$ cat src/verilog/seq_consts.svh
// offsets, field positions, reset values and timing counts of the sequencer
`ifndef SEQ_CONSTS_SVH
`define SEQ_CONSTS_SVH

// ****************************************
// register byte offsets
// ****************************************
`define OFF_CLK_MGMT   8'h00
`define OFF_BLOCK_EN   8'h04
`define OFF_SEQ_CTRL   8'h08
`define OFF_EXPOSURE   8'h0c
`define OFF_TIMING     8'h10
`define OFF_ROW_COUNT  8'h14
`define OFF_STATUS     8'h18
`define OFF_ROW_PTRS   8'h1c

// ****************************************
// clock management fields
// ****************************************
`define CM_PLL_USE     0
`define CM_PAR_OUT     1
`define CM_CLK_RUN     2
`define CM_GEN_REL     3
`define CM_LOGIC_CLK   4
`define CM_WIDTH       5

// ****************************************
// sequencer control fields
// ****************************************
`define SC_ENABLE      0
`define SC_MODE_LO     1
`define SC_MODE_HI     2
`define SC_SLAVE       3
`define SC_WIDTH       4

// ****************************************
// timing word fields
// ****************************************
`define TM_FRAME_OH    15:0
`define TM_ROW_OH      23:16
`define TM_ROW_READ    31:24

// ****************************************
// reset values and counts
// ****************************************
`define RST_EXPOSURE   16'h0100
`define RST_TIMING     32'h08040010
`define RST_ROWS       11'h400
`define ROT_MIN_ROLL   16'h0002
`define LOCK_CYCLES    1000

`endif

$ cat src/verilog/seq_pkg.sv
// state and mode types of the shutter and power sequencer
package seq_pkg;
  // operating states, lowest power first
  typedef enum logic [2:0] {PWR_OFF, PWR_LP_STBY, PWR_STBY1, PWR_STBY2,
                            PWR_IDLE, PWR_RUN} power_e;
  // shutter mode field
  typedef enum logic [1:0] {SH_PIPELINED, SH_TRIGGERED, SH_ROLLING} shutter_e;
  // integration engine
  typedef enum logic [1:0] {INT_IDLE, INT_RUN, INT_HOLD} integ_e;
  // readout engine
  typedef enum logic [1:0] {RD_IDLE, RD_FRAME_OH, RD_ROW_OH, RD_ROW} read_e;
endpackage

$ cat src/verilog/shutter_power_sequencer.sv
// shutter modes, power states and clock bring-up behind an apb slave
//
// Added by the designer: the APB interface to the registers and the address map.
`timescale 1ns/100ps
`include "seq_consts.svh"

// Functional notes
// - pipelined slave ignores exposure, uses pin
// - pin high integrates, pin low starts readout
// - triggered holds array reset, one frame
// - triggered master rise starts timed exposure
// - triggered master ignores falling edge
// - rise during exposure or frame overhead dropped
// - triggered slave pin drives integration, readout
// - integration and readout sequential, may overlap
// - rolling keeps reset and read pointers
// - rolling resets storage, then transfers signal
// - six power states, host moves them
// - low power standby: clocks off, few registers
// - standby one: clock source on, logic off
// - standby two: logic clock, all registers
// - idle: all but sequencer; enable runs
// - parallel variant bypasses pll, reference clock
// - pll starts after config, lock flag
// - global modes: frame overhead first, row overhead per row
// - sequencer enable bit starts acquisition
// - disabling sequencer returns to idle
module shutter_power_sequencer #(
  parameter int LOCK_CYCLES = `LOCK_CYCLES  // pll settle time in clocks
) (
  input  wire logic        CORE_CLK,        // core clock, 100 MHz
  input  wire logic        RST_B,           // async reset, active low
  input  wire logic        SYNC_PIN,        // external trigger pin
  input  wire logic        PSEL,            // apb select
  input  wire logic        PENABLE,         // apb access phase
  input  wire logic        PWRITE,          // apb direction
  input  wire logic [7:0]  PADDR,           // apb byte address
  input  wire logic [31:0] PWDATA,          // apb write data
  output logic             PREADY,          // apb ready
  output logic [31:0]      PRDATA,          // apb read data
  output logic             PSLVERR,         // apb error
  output logic [2:0]       PWR_STATE,       // operating state
  output logic             PLL_RUN,         // pll enabled
  output logic             CLK_RX_RUN,      // serial clock receiver on
  output logic             PLL_BYPASS,      // logic clocked without pll
  output logic             LOGIC_CLK_ON,    // derived logic clock on
  output logic             BLOCKS_ON,       // functional blocks on
  output logic             PIXEL_RESET,     // whole array held in reset
  output logic             INTEGRATING,     // global integration active
  output logic             FRAME_OVERHEAD,  // frame overhead period
  output logic             ROW_OVERHEAD,    // row overhead period
  output logic             ROW_READ,        // row being read
  output logic [10:0]      READ_ROW,        // read pointer
  output logic [10:0]      RESET_ROW,       // rolling reset pointer
  output logic             STORE_RESET,     // storage node reset pulse
  output logic             SIGNAL_XFER      // signal transfer pulse
);

  // ****************************************
  // helpers and defaults for assertions
  // ****************************************
  localparam logic [15:0] LOCK_LAST = 16'(LOCK_CYCLES - 1);  // last count

  // count reaches a length of at least one cycle
  function automatic logic done_at(input logic [15:0] cnt,
                                   input logic [15:0] len);
    done_at = ({1'b0, cnt} + 17'h00001) >= {1'b0, len};
  endfunction

  // ****************************************
  // registers and state
  // ****************************************
  logic [`CM_WIDTH-1:0] clk_mgmt;   // clock management bits
  logic                 blocks_en;  // functional blocks enable
  logic [`SC_WIDTH-1:0] seq_ctrl;   // sequencer enable and mode
  logic [15:0]          exposure;   // cycles (global) or rows (rolling)
  logic [31:0]          timing;     // overhead and row read lengths
  logic [10:0]          rows;       // rows per frame
  logic [15:0]          lock_cnt;   // lock detector counter
  logic                 locked;     // lock flag
  logic [15:0]          exp_cnt;    // exposure counter
  logic [15:0]          rd_cnt;     // readout phase counter
  logic [10:0]          rd_row;     // row being read
  seq_pkg::integ_e      int_st;     // integration state
  seq_pkg::integ_e      next_int;   // its next value
  seq_pkg::read_e       rd_st;      // readout state
  seq_pkg::read_e       next_rd;    // its next value
  seq_pkg::power_e      next_pwr;   // next operating state
  seq_pkg::shutter_e    shutter;    // decoded shutter mode
  logic [31:0]          rd_mux;     // read data select
  logic                 sync_lvl;   // synchronised pin level
  logic                 sync_rise;  // pin rising pulse
  logic                 sync_fall;  // pin falling pulse

  // ****************************************
  // trigger pin synchroniser
  // ****************************************
  pin_sync u_sync (
    .clk   (CORE_CLK),
    .rst_b (RST_B),
    .pin   (SYNC_PIN),
    .level (sync_lvl),
    .rise  (sync_rise),
    .fall  (sync_fall)
  );

  // ****************************************
  // clock and power decode
  // ****************************************
  wire pll_use  = clk_mgmt[`CM_PLL_USE];   // pll chosen
  wire par_out  = clk_mgmt[`CM_PAR_OUT];   // parallel variant
  wire clk_run  = clk_mgmt[`CM_CLK_RUN];   // clock source enabled
  // parallel variant never runs the pll
  wire pll_active = clk_run & pll_use & ~par_out;
  wire rx_active  = clk_run & ~pll_use & ~par_out;
  wire clk_ok     = ~pll_active | locked;
  // logic clock needs generator released and a good source
  wire logic_on = clk_run & clk_mgmt[`CM_GEN_REL]
                & clk_mgmt[`CM_LOGIC_CLK] & clk_ok;
  wire blocks_on = logic_on & blocks_en;
  wire seq_run   = blocks_on & seq_ctrl[`SC_ENABLE];

  // state follows what the host has written and, with the pll in use, the lock flag
  assign next_pwr = !clk_run                ? seq_pkg::PWR_LP_STBY :
                    !logic_on               ? seq_pkg::PWR_STBY1 :
                    !blocks_en              ? seq_pkg::PWR_STBY2 :
                    !seq_ctrl[`SC_ENABLE]   ? seq_pkg::PWR_IDLE :
                                              seq_pkg::PWR_RUN;

  // lock detector, cleared whenever the pll is off
  always_ff @(posedge CORE_CLK or negedge RST_B) begin
    if (!RST_B) begin
      lock_cnt <= 16'h0000;
      locked   <= 1'b0;
    end else if (!pll_active) begin
      lock_cnt <= 16'h0000;
      locked   <= 1'b0;
    end else if (lock_cnt == LOCK_LAST) begin
      locked   <= 1'b1;
    end else begin
      lock_cnt <= lock_cnt + 16'h0001;
    end
  end

  // ****************************************
  // apb slave
  // ****************************************
  wire setup   = PSEL & ~PENABLE;                        // setup phase
  wire wr_go   = PSEL & PENABLE & PREADY & PWRITE;       // write edge
  wire mapped  = PADDR[7:5] == 3'h0 && PADDR[1:0] == 2'h0;
  wire cm_regs = PADDR == `OFF_CLK_MGMT || PADDR == `OFF_STATUS;
  // without logic clock only clock management and status stay reachable
  wire reach   = mapped & (logic_on | cm_regs);
  wire wr_ok   = wr_go & reach;

  // read data select
  always_comb begin
    case (PADDR)
      `OFF_CLK_MGMT:  rd_mux = {27'h0, clk_mgmt};
      `OFF_BLOCK_EN:  rd_mux = {31'h0, blocks_en};
      `OFF_SEQ_CTRL:  rd_mux = {28'h0, seq_ctrl};
      `OFF_EXPOSURE:  rd_mux = {16'h0, exposure};
      `OFF_TIMING:    rd_mux = timing;
      `OFF_ROW_COUNT: rd_mux = {21'h0, rows};
      `OFF_STATUS:    rd_mux = {24'h0, rd_st, int_st, locked, PWR_STATE};
      `OFF_ROW_PTRS:  rd_mux = {5'h0, RESET_ROW, 5'h0, READ_ROW};
      default:        rd_mux = 32'h0;
    endcase
  end

  // one wait-free answer per transfer
  always_ff @(posedge CORE_CLK or negedge RST_B) begin
    if (!RST_B) begin
      PREADY  <= 1'b0;
      PRDATA  <= 32'h0;
      PSLVERR <= 1'b0;
    end else begin
      PREADY  <= setup;
      PRDATA  <= (setup & reach & ~PWRITE) ? rd_mux : 32'h0;
      PSLVERR <= setup & ~reach;
    end
  end

  // register writes; contents kept in every state
  always_ff @(posedge CORE_CLK or negedge RST_B) begin
    if (!RST_B) begin
      clk_mgmt  <= '0;
      blocks_en <= 1'b0;
      seq_ctrl  <= '0;
      exposure  <= `RST_EXPOSURE;
      timing    <= `RST_TIMING;
      rows      <= `RST_ROWS;
    end else if (wr_ok) begin
      case (PADDR)
        `OFF_CLK_MGMT:  clk_mgmt  <= PWDATA[`CM_WIDTH-1:0];
        `OFF_BLOCK_EN:  blocks_en <= PWDATA[0];
        `OFF_SEQ_CTRL:  seq_ctrl  <= PWDATA[`SC_WIDTH-1:0];
        `OFF_EXPOSURE:  exposure  <= PWDATA[15:0];
        `OFF_TIMING:    timing    <= PWDATA;
        `OFF_ROW_COUNT: rows      <= PWDATA[10:0];
        default:        rows      <= rows;
      endcase
    end
  end

  // ****************************************
  // integration engine (global modes)
  // ****************************************
  assign shutter = seq_pkg::shutter_e'(seq_ctrl[`SC_MODE_HI:`SC_MODE_LO]);
  wire rolling  = shutter == seq_pkg::SH_ROLLING;
  wire trig     = shutter == seq_pkg::SH_TRIGGERED;
  wire slave    = seq_ctrl[`SC_SLAVE];
  wire gs_run   = seq_run & ~rolling;
  wire roll_run = seq_run & rolling;
  wire rd_idle  = rd_st == seq_pkg::RD_IDLE;
  wire in_fot   = rd_st == seq_pkg::RD_FRAME_OH;
  wire exp_done = done_at(exp_cnt, exposure);
  // start: pin in slave, trigger edge outside overhead, or free run
  wire int_go = gs_run & (int_st == seq_pkg::INT_IDLE)
              & (slave ? sync_rise
                       : (~in_fot & (~trig | sync_rise)));
  // end: pin falls in slave, timer in master
  wire int_end = (int_st == seq_pkg::INT_RUN)
               & (slave ? sync_fall : exp_done);
  // a finished exposure waits for a free readout
  wire frame_go = gs_run & rd_idle
                & (int_end | int_st == seq_pkg::INT_HOLD);

  // next integration state
  always_comb begin
    case (int_st)
      seq_pkg::INT_IDLE:
        next_int = int_go ? seq_pkg::INT_RUN : seq_pkg::INT_IDLE;
      seq_pkg::INT_RUN:
        next_int = !int_end ? seq_pkg::INT_RUN :
                   rd_idle  ? seq_pkg::INT_IDLE : seq_pkg::INT_HOLD;
      seq_pkg::INT_HOLD:
        next_int = rd_idle ? seq_pkg::INT_IDLE : seq_pkg::INT_HOLD;
      default:
        next_int = seq_pkg::INT_IDLE;
    endcase
    if (!gs_run) begin
      next_int = seq_pkg::INT_IDLE;
    end
  end

  // integration state and exposure timer
  always_ff @(posedge CORE_CLK or negedge RST_B) begin
    if (!RST_B) begin
      int_st  <= seq_pkg::INT_IDLE;
      exp_cnt <= 16'h0000;
    end else begin
      int_st  <= next_int;
      exp_cnt <= int_go ? 16'h0000 : exp_cnt + 16'h0001;
    end
  end

  // ****************************************
  // readout engine
  // ****************************************
  wire [15:0] fot_len = timing[`TM_FRAME_OH];
  wire [15:0] rot_raw = {8'h00, timing[`TM_ROW_OH]};
  // rolling needs two overhead cycles for reset then transfer
  wire [15:0] rot_len = (rolling && rot_raw < `ROT_MIN_ROLL) ? `ROT_MIN_ROLL
                                                            : rot_raw;
  wire [15:0] row_len  = {8'h00, timing[`TM_ROW_READ]};
  wire        last_row = rd_row == rows - 11'h001;
  wire        row_step = rd_st == seq_pkg::RD_ROW && done_at(rd_cnt, row_len);

  // next readout state
  always_comb begin
    case (rd_st)
      seq_pkg::RD_IDLE:
        next_rd = frame_go ? seq_pkg::RD_FRAME_OH :
                  roll_run ? seq_pkg::RD_ROW_OH : seq_pkg::RD_IDLE;
      seq_pkg::RD_FRAME_OH:
        next_rd = done_at(rd_cnt, fot_len) ? seq_pkg::RD_ROW_OH
                                           : seq_pkg::RD_FRAME_OH;
      seq_pkg::RD_ROW_OH:
        next_rd = done_at(rd_cnt, rot_len) ? seq_pkg::RD_ROW
                                           : seq_pkg::RD_ROW_OH;
      seq_pkg::RD_ROW:
        next_rd = !row_step              ? seq_pkg::RD_ROW :
                  (last_row && !rolling) ? seq_pkg::RD_IDLE
                                         : seq_pkg::RD_ROW_OH;
      default:
        next_rd = seq_pkg::RD_IDLE;
    endcase
    if (!seq_run) begin
      next_rd = seq_pkg::RD_IDLE;
    end
  end

  wire [15:0] next_cnt = (next_rd != rd_st) ? 16'h0000 : rd_cnt + 16'h0001;
  wire [10:0] next_row = row_step ? (last_row ? 11'h000 : rd_row + 11'h001)
                                  : (rd_idle ? 11'h000 : rd_row);
  // reset pointer leads the read pointer by the exposure in rows
  wire [11:0] ptr_sum  = {1'b0, next_row} + {1'b0, exposure[10:0]};
  wire [10:0] ptr_wrap = (ptr_sum >= {1'b0, rows}) ? 11'(ptr_sum - {1'b0, rows})
                                                   : ptr_sum[10:0];
  wire oh_rolling = roll_run && next_rd == seq_pkg::RD_ROW_OH;

  // readout state and counters
  always_ff @(posedge CORE_CLK or negedge RST_B) begin
    if (!RST_B) begin
      rd_st  <= seq_pkg::RD_IDLE;
      rd_cnt <= 16'h0000;
      rd_row <= 11'h000;
    end else begin
      rd_st  <= next_rd;
      rd_cnt <= next_cnt;
      rd_row <= next_row;
    end
  end

  // ****************************************
  // registered outputs
  // ****************************************
  always_ff @(posedge CORE_CLK or negedge RST_B) begin
    if (!RST_B) begin
      PWR_STATE      <= 3'(seq_pkg::PWR_LP_STBY);
      PLL_RUN        <= 1'b0;
      CLK_RX_RUN     <= 1'b0;
      PLL_BYPASS     <= 1'b1;
      LOGIC_CLK_ON   <= 1'b0;
      BLOCKS_ON      <= 1'b0;
      PIXEL_RESET    <= 1'b1;
      INTEGRATING    <= 1'b0;
      FRAME_OVERHEAD <= 1'b0;
      ROW_OVERHEAD   <= 1'b0;
      ROW_READ       <= 1'b0;
      READ_ROW       <= 11'h000;
      RESET_ROW      <= 11'h000;
      STORE_RESET    <= 1'b0;
      SIGNAL_XFER    <= 1'b0;
    end else begin
      PWR_STATE      <= next_pwr;
      PLL_RUN        <= pll_active;
      CLK_RX_RUN     <= rx_active;
      PLL_BYPASS     <= par_out | ~pll_use;
      LOGIC_CLK_ON   <= logic_on;
      BLOCKS_ON      <= blocks_on;
      PIXEL_RESET    <= next_int != seq_pkg::INT_RUN && !roll_run;
      INTEGRATING    <= next_int == seq_pkg::INT_RUN;
      FRAME_OVERHEAD <= next_rd == seq_pkg::RD_FRAME_OH;
      ROW_OVERHEAD   <= next_rd == seq_pkg::RD_ROW_OH;
      ROW_READ       <= next_rd == seq_pkg::RD_ROW;
      READ_ROW       <= next_row;
      RESET_ROW      <= roll_run ? ptr_wrap : 11'h000;
      STORE_RESET    <= oh_rolling && next_cnt == 16'h0000;
      SIGNAL_XFER    <= oh_rolling && next_cnt == 16'h0001;
    end
  end

endmodule // shutter_power_sequencer

$ cat src/verilog/pin_sync.sv
// three-stage synchroniser with edge detection for the trigger pin
`timescale 1ns/100ps

module pin_sync (
  input  wire logic clk,     // core clock
  input  wire logic rst_b,   // async reset, active low
  input  wire logic pin,     // raw pin level
  output logic      level,   // filtered level
  output logic      rise,    // one-cycle pulse on a rising change
  output logic      fall     // one-cycle pulse on a falling change
);

  // ****************************************
  // synchroniser chain
  // ****************************************
  logic s1;  // first stage, read only by s2
  logic s2;  // second stage
  logic s3;  // third stage

  // settled when the last two stages agree
  wire settled = s2 == s3;

  // chain and edge flags
  always_ff @(posedge clk or negedge rst_b) begin
    if (!rst_b) begin
      s1    <= 1'b0;
      s2    <= 1'b0;
      s3    <= 1'b0;
      level <= 1'b0;
      rise  <= 1'b0;
      fall  <= 1'b0;
    end else begin
      s1    <= pin;
      s2    <= s1;
      s3    <= s2;
      level <= settled ? s3 : level;
      rise  <= settled & s3 & ~level;
      fall  <= settled & ~s3 & level;
    end
  end

endmodule // pin_sync

$ cat config.mk
export PLATFORM = sky130hd
export DESIGN_NAME = shutter_power_sequencer
export DESIGN_NICKNAME = d
export VERILOG_FILES = /design/src/verilog/seq_pkg.sv /design/src/verilog/shutter_power_sequencer.sv /design/src/verilog/pin_sync.sv
export VERILOG_INCLUDE_DIRS = /design/src /design/src/verilog
export SDC_FILE = /design/constraint.sdc
export NUM_CORES = 1
export LEC_CHECK = 0
export BUFFER_PORTS_ARGS = -buffer_cell sky130_fd_sc_hd__buf_4
export CAP_MARGIN = 40
export CORE_ASPECT_RATIO = 1.4
export CORE_UTILIZATION = 30
export DETAILED_ROUTE_END_ITERATION = 8
export GPL_TIMING_DRIVEN = 0
export PLACE_DENSITY_LB_ADDON = 0.2
export RECOVER_POWER = 25
export SYNTH_ARGS = -nofsm -noshare
export SYNTH_HDL_FRONTEND = slang
export SYNTH_SLANG_ARGS = --single-unit
$ cat constraint.sdc
create_clock -name CORE_CLK -period 6.3 [get_ports CORE_CLK]
set_input_delay 0.63 -clock CORE_CLK [delete_from_list [all_inputs] [get_ports CORE_CLK]]
set_output_delay 0.63 -clock CORE_CLK [all_outputs]
set_load 0.03 [all_outputs]
==> metrics.yaml <==
global_route:
  grt_pass1_vias: 9686
  grt_overflow: 0
  grt_max_degree: 110
  grt_pass1_wl_um: 55500
  antenna_found_initial: 0
  track_usage: 0.1902
routing:
  post-route-drc-count: 8
  drt-initial-drc-count: 596
  totalWireLength_um: 36130
  ant_nets: 0
  wl_per_cell_um: 20.00
  drtPass1Iterations: 7
  vias_per_cell: 5.187
  vias: 9368
die:
  chipWidth_um: 166.6
  rows: 84
  start_util: 0.3033
  die_area_um2: 38730
  die_h_um: 232.5
  core_um2: 37520
  io_pins: 117
worst_setup_path:
  cp-start-kind: "flop"
  worstPathArrival_ns: 6.59
  endpoint_kind: "flop"
  cp.required_ns: 6.69
  critPathMaxFanout: 6
  critical_path_class: "reg -> reg"
sta:
  whs_ns: 0.1709
  final.period_utilization: 0.9836
  slew_violations: 110
  clock_skew_ns: 0.02162
  relSlewSlack: -0.8783
  setup_viol: 0
  fmax_mhz: 161.4
  hold_violations: 0
  setup_tns_ns: 0
  worst_pin_slew_ns: 2.817
  worst_slack_ns: 0.1033
  rsz0062_at_grt: "true"
  min_period_ns: 6.197
place:
  routabilityCongestion: 0.8655
  dp_slack_ns: -1.184
  place_hpwl_um: 26940
  io_buffers: 114
  place_area_um2: 12870
clock_network:
  cts_tree: "done"
  numClockSinks: 199
  root_buffer: "clkbuf_16"
  clock_latency_ns: 0.47
  clk_pin_slew_ns: 0.08
  cts_hold_buffers: 0
  clk_path_buf_depth: 2
  cts_max_level: 4
  numCtsBuffers: 17
synth:
  seq_area_frac_synth: 0.4384
  ys.warnings.count: 0
  synth_cells: 1119
  synth_nets: 1244
  mappedNetlistArea_um2: 11380
  synth-seq-cells: 199
  ys_types: 82
  synth-edff-count: 0
  synth.avg_cell_area_um2: 10.17
  synth_ff_type: "dfrtp_1"
  async_flop_share: 1.000
power_and_ir_drop:
  clkPwrFrac: 0.456
  power.switching_uw: 641.4
  combPwrFrac: 0.028
  power_switching_share: 0.2583
  irDropWorstVdd_uv: 202.5
  power_leakage_nw: 6.504
  power.total_mw: 2.483
  p_per_area_nw_per_um2: 172.2
  internal_power_mw: 1.842
  p_seq_frac: 0.516
outcome:
  status: "finished with violations"
  violations: "DRC, capacitance limit, slew limit"
cells_and_area:
  antennaDiodeCount: 0
  drive_above_1_share: 0.2791
  area_growth_syn_to_layout_pct: 26.68
  fin_area_um2: 14420
  nets: 1445
flow_run:
  cap_violations: 1
worst_hold_path:
  min_path_type: "in -> async"
[placed cells by master, fill, tap and decap left out, types with 8 or more instances in the layout]
cell	synthesis	routed
and2_1	10	8
nor3_1	16	15
inv_1	80	77
a211oi_1	15	9
xnor2_1	37	34
nor2b_1	16	15
o21ai_0	27	25
nor2_1	94	91
a21oi_1	43	39
ha_1	77	72
dfrtp_1	191	187
or3_1	12	10
clkbuf_16	0	17
dfstp_2	8	8
buf_4	1	175
clkbuf_1	29	25
a31oi_1	17	14
mux2_2	70	70
o21a_1	21	21
xor2_1	30	27
nand2b_1	10	10
mux2i_1	9	8
a22oi_1	33	33
and3_1	23	23
nand3_1	39	36
nand2_1	55	53
nand4_1	17	17
nor4_1	10	8
[area by class of cell]
type | count | area [um^2]
Clock inverter | 15 | 183.9
Clock buffer | 17 | 425.4
Multi-Input combinational cell | 804 | 6356
Sequential cell | 199 | 4995
Inverter | 80 | 300.3
Buffer | 36 | 173.9
Tap cell | 473 | 591.8
Timing Repair Buffer | 182 | 1391
Fill cell | 3742 | 23100
[cell usage after synthesis, types with 7 or more instances]
master | n | share of area
mux2_2 | 70 | 0.069
mux2i_1 | 9 | 0.0079
nor4_1 | 10 | 0.0055
o21a_1 | 21 | 0.014
nand2_1 | 55 | 0.018
inv_1 | 80 | 0.026
nor3_1 | 16 | 0.0070
o21ai_0 | 27 | 0.012
a31oi_1 | 17 | 0.0093
nand2b_1 | 10 | 0.0055
nand4_1 | 17 | 0.0093
or4_1 | 7 | 0.0046
dfrtp_1 | 191 | 0.42
ha_1 | 77 | 0.085
or3_1 | 12 | 0.0066
and3_1 | 23 | 0.013
a211oi_1 | 15 | 0.0099
nor2_1 | 94 | 0.031
nand3_1 | 39 | 0.017
nor2b_1 | 16 | 0.0088
a21oi_1 | 43 | 0.019
dfstp_2 | 8 | 0.018
and2_1 | 10 | 0.0055
a21boi_0 | 7 | 0.0046
xor2_1 | 30 | 0.023
a22oi_1 | 33 | 0.022
xnor2_1 | 37 | 0.028
clkbuf_1 | 29 | 0.0096
[metal layers]
layer / GRT usage / up-vias / share of wire
met5: 0 / - / 0
met4: 0.07841 / 0 / 0.028
met3: 0.02773 / 59 / 0.028
met2: 0.3607 / 172 / 0.54
met1: 0.2108 / 4682 / 0.40
li1: - / 4455 / -
[registers in the layout, indices dropped and copies added, names as in the netlist, 2 cells and up]
name       flops
exposure      16
exp_cnt       16
rd_cnt        16
READ_ROW      11
PRDATA        32
RESET_ROW     11
PWR_STATE      3
rd_st          2
timing        32
rows          11
int_st         2
seq_ctrl       4
clk_mgmt       5
lock_cnt      16
[power groups by stage]
stage                     combinational [mW]  sequential, mW  clock, mW
after global placement                0.0705            1.31          0
after global routing                  0.0774            1.28       1.21
after CTS                             0.0743            1.28       1.16
final                                 0.0687            1.28       1.13
after detailed placement              0.0743            1.31          0
after floorplan                      0.00908            1.31          0
[per-stage QoR]
| stage | util | cells |
|---|---|---|
| 2_1_floorplan | - | 1119 |
| 3_3_place_gp | 0.3419 | 1706 |
| 3_5_place_dp | 0.3429 | 1708 |
| 4_1_cts | 0.3796 | 1794 |
| 5_1_grt | 0.3843 | 1806 |
| 6_report | 0.3843 | 1806 |
[logic make-up after synthesis]
logic type	Yosys count	share of synthesized area
AND/OR/NAND/NOR	338	0.1551
AO/OA/AOI/OAI	241	0.1502
flip-flops	199	0.4384
buffers and inverters	116	0.03936
multiplexers	79	0.07718
adder cells (fa/ha/maj)	79	0.08817
XOR/XNOR	67	0.05156
[critical path: stages, from the launching register on]
cell       delay [ns]
dfrtp_2          0.45
ha_4             0.20
xor2_4           0.24
ha_1             0.30
o21ai_0          0.14
a21oi_1          0.09
o41ai_4          0.42
o21ai_2          0.10
o211a_4          0.28
or2_1            0.25
buf_6            0.14
a31oi_4          0.22
ha_4             0.23
nor2b_2          0.15
o31a_1           0.33
o211ai_1         0.29
a21oi_2          0.13
or4_4            0.44
and2_4           0.17
ha_2             0.18
or4_4            0.43
a211oi_4         0.22
buf_6            0.16
a2bb2oi_4        0.23
nand3_1          0.17
a21oi_1          0.16
[what timing repair did]
item	CTS	global route
buffers inserted	53	12
pin swaps	20	21
endpoints found under the setup margin	11	22
cloned	1	0
gates resized for setup	67	32
[worst paths after layout]
kind / from / endpoint / slack [ns] / cells past startpoint
setup / recovery: rd_cnt[0]$_DFF_PN0_ / RESET_ROW[8]$_DFF_PN0_ / 0.10 / 25
hold / removal: RST_B / PRDATA[13]$_DFF_PN0_ / 0.17 / 1
setup reg to reg: rd_cnt[0]$_DFF_PN0_ / RESET_ROW[8]$_DFF_PN0_ / 0.10 / 25
hold reg to reg: u_sync.s1$_DFF_PN0_ / u_sync.s2$_DFF_PN0_ / 0.35 / 0
max in group asynchronous: RST_B / RESET_ROW[8]$_DFF_PN0_ / 2.95 / 2
min in group CORE_CLK: SYNC_PIN / u_sync.s1$_DFF_PN0_ / 0.30 / 1
(Power assumes the default switching activity.)
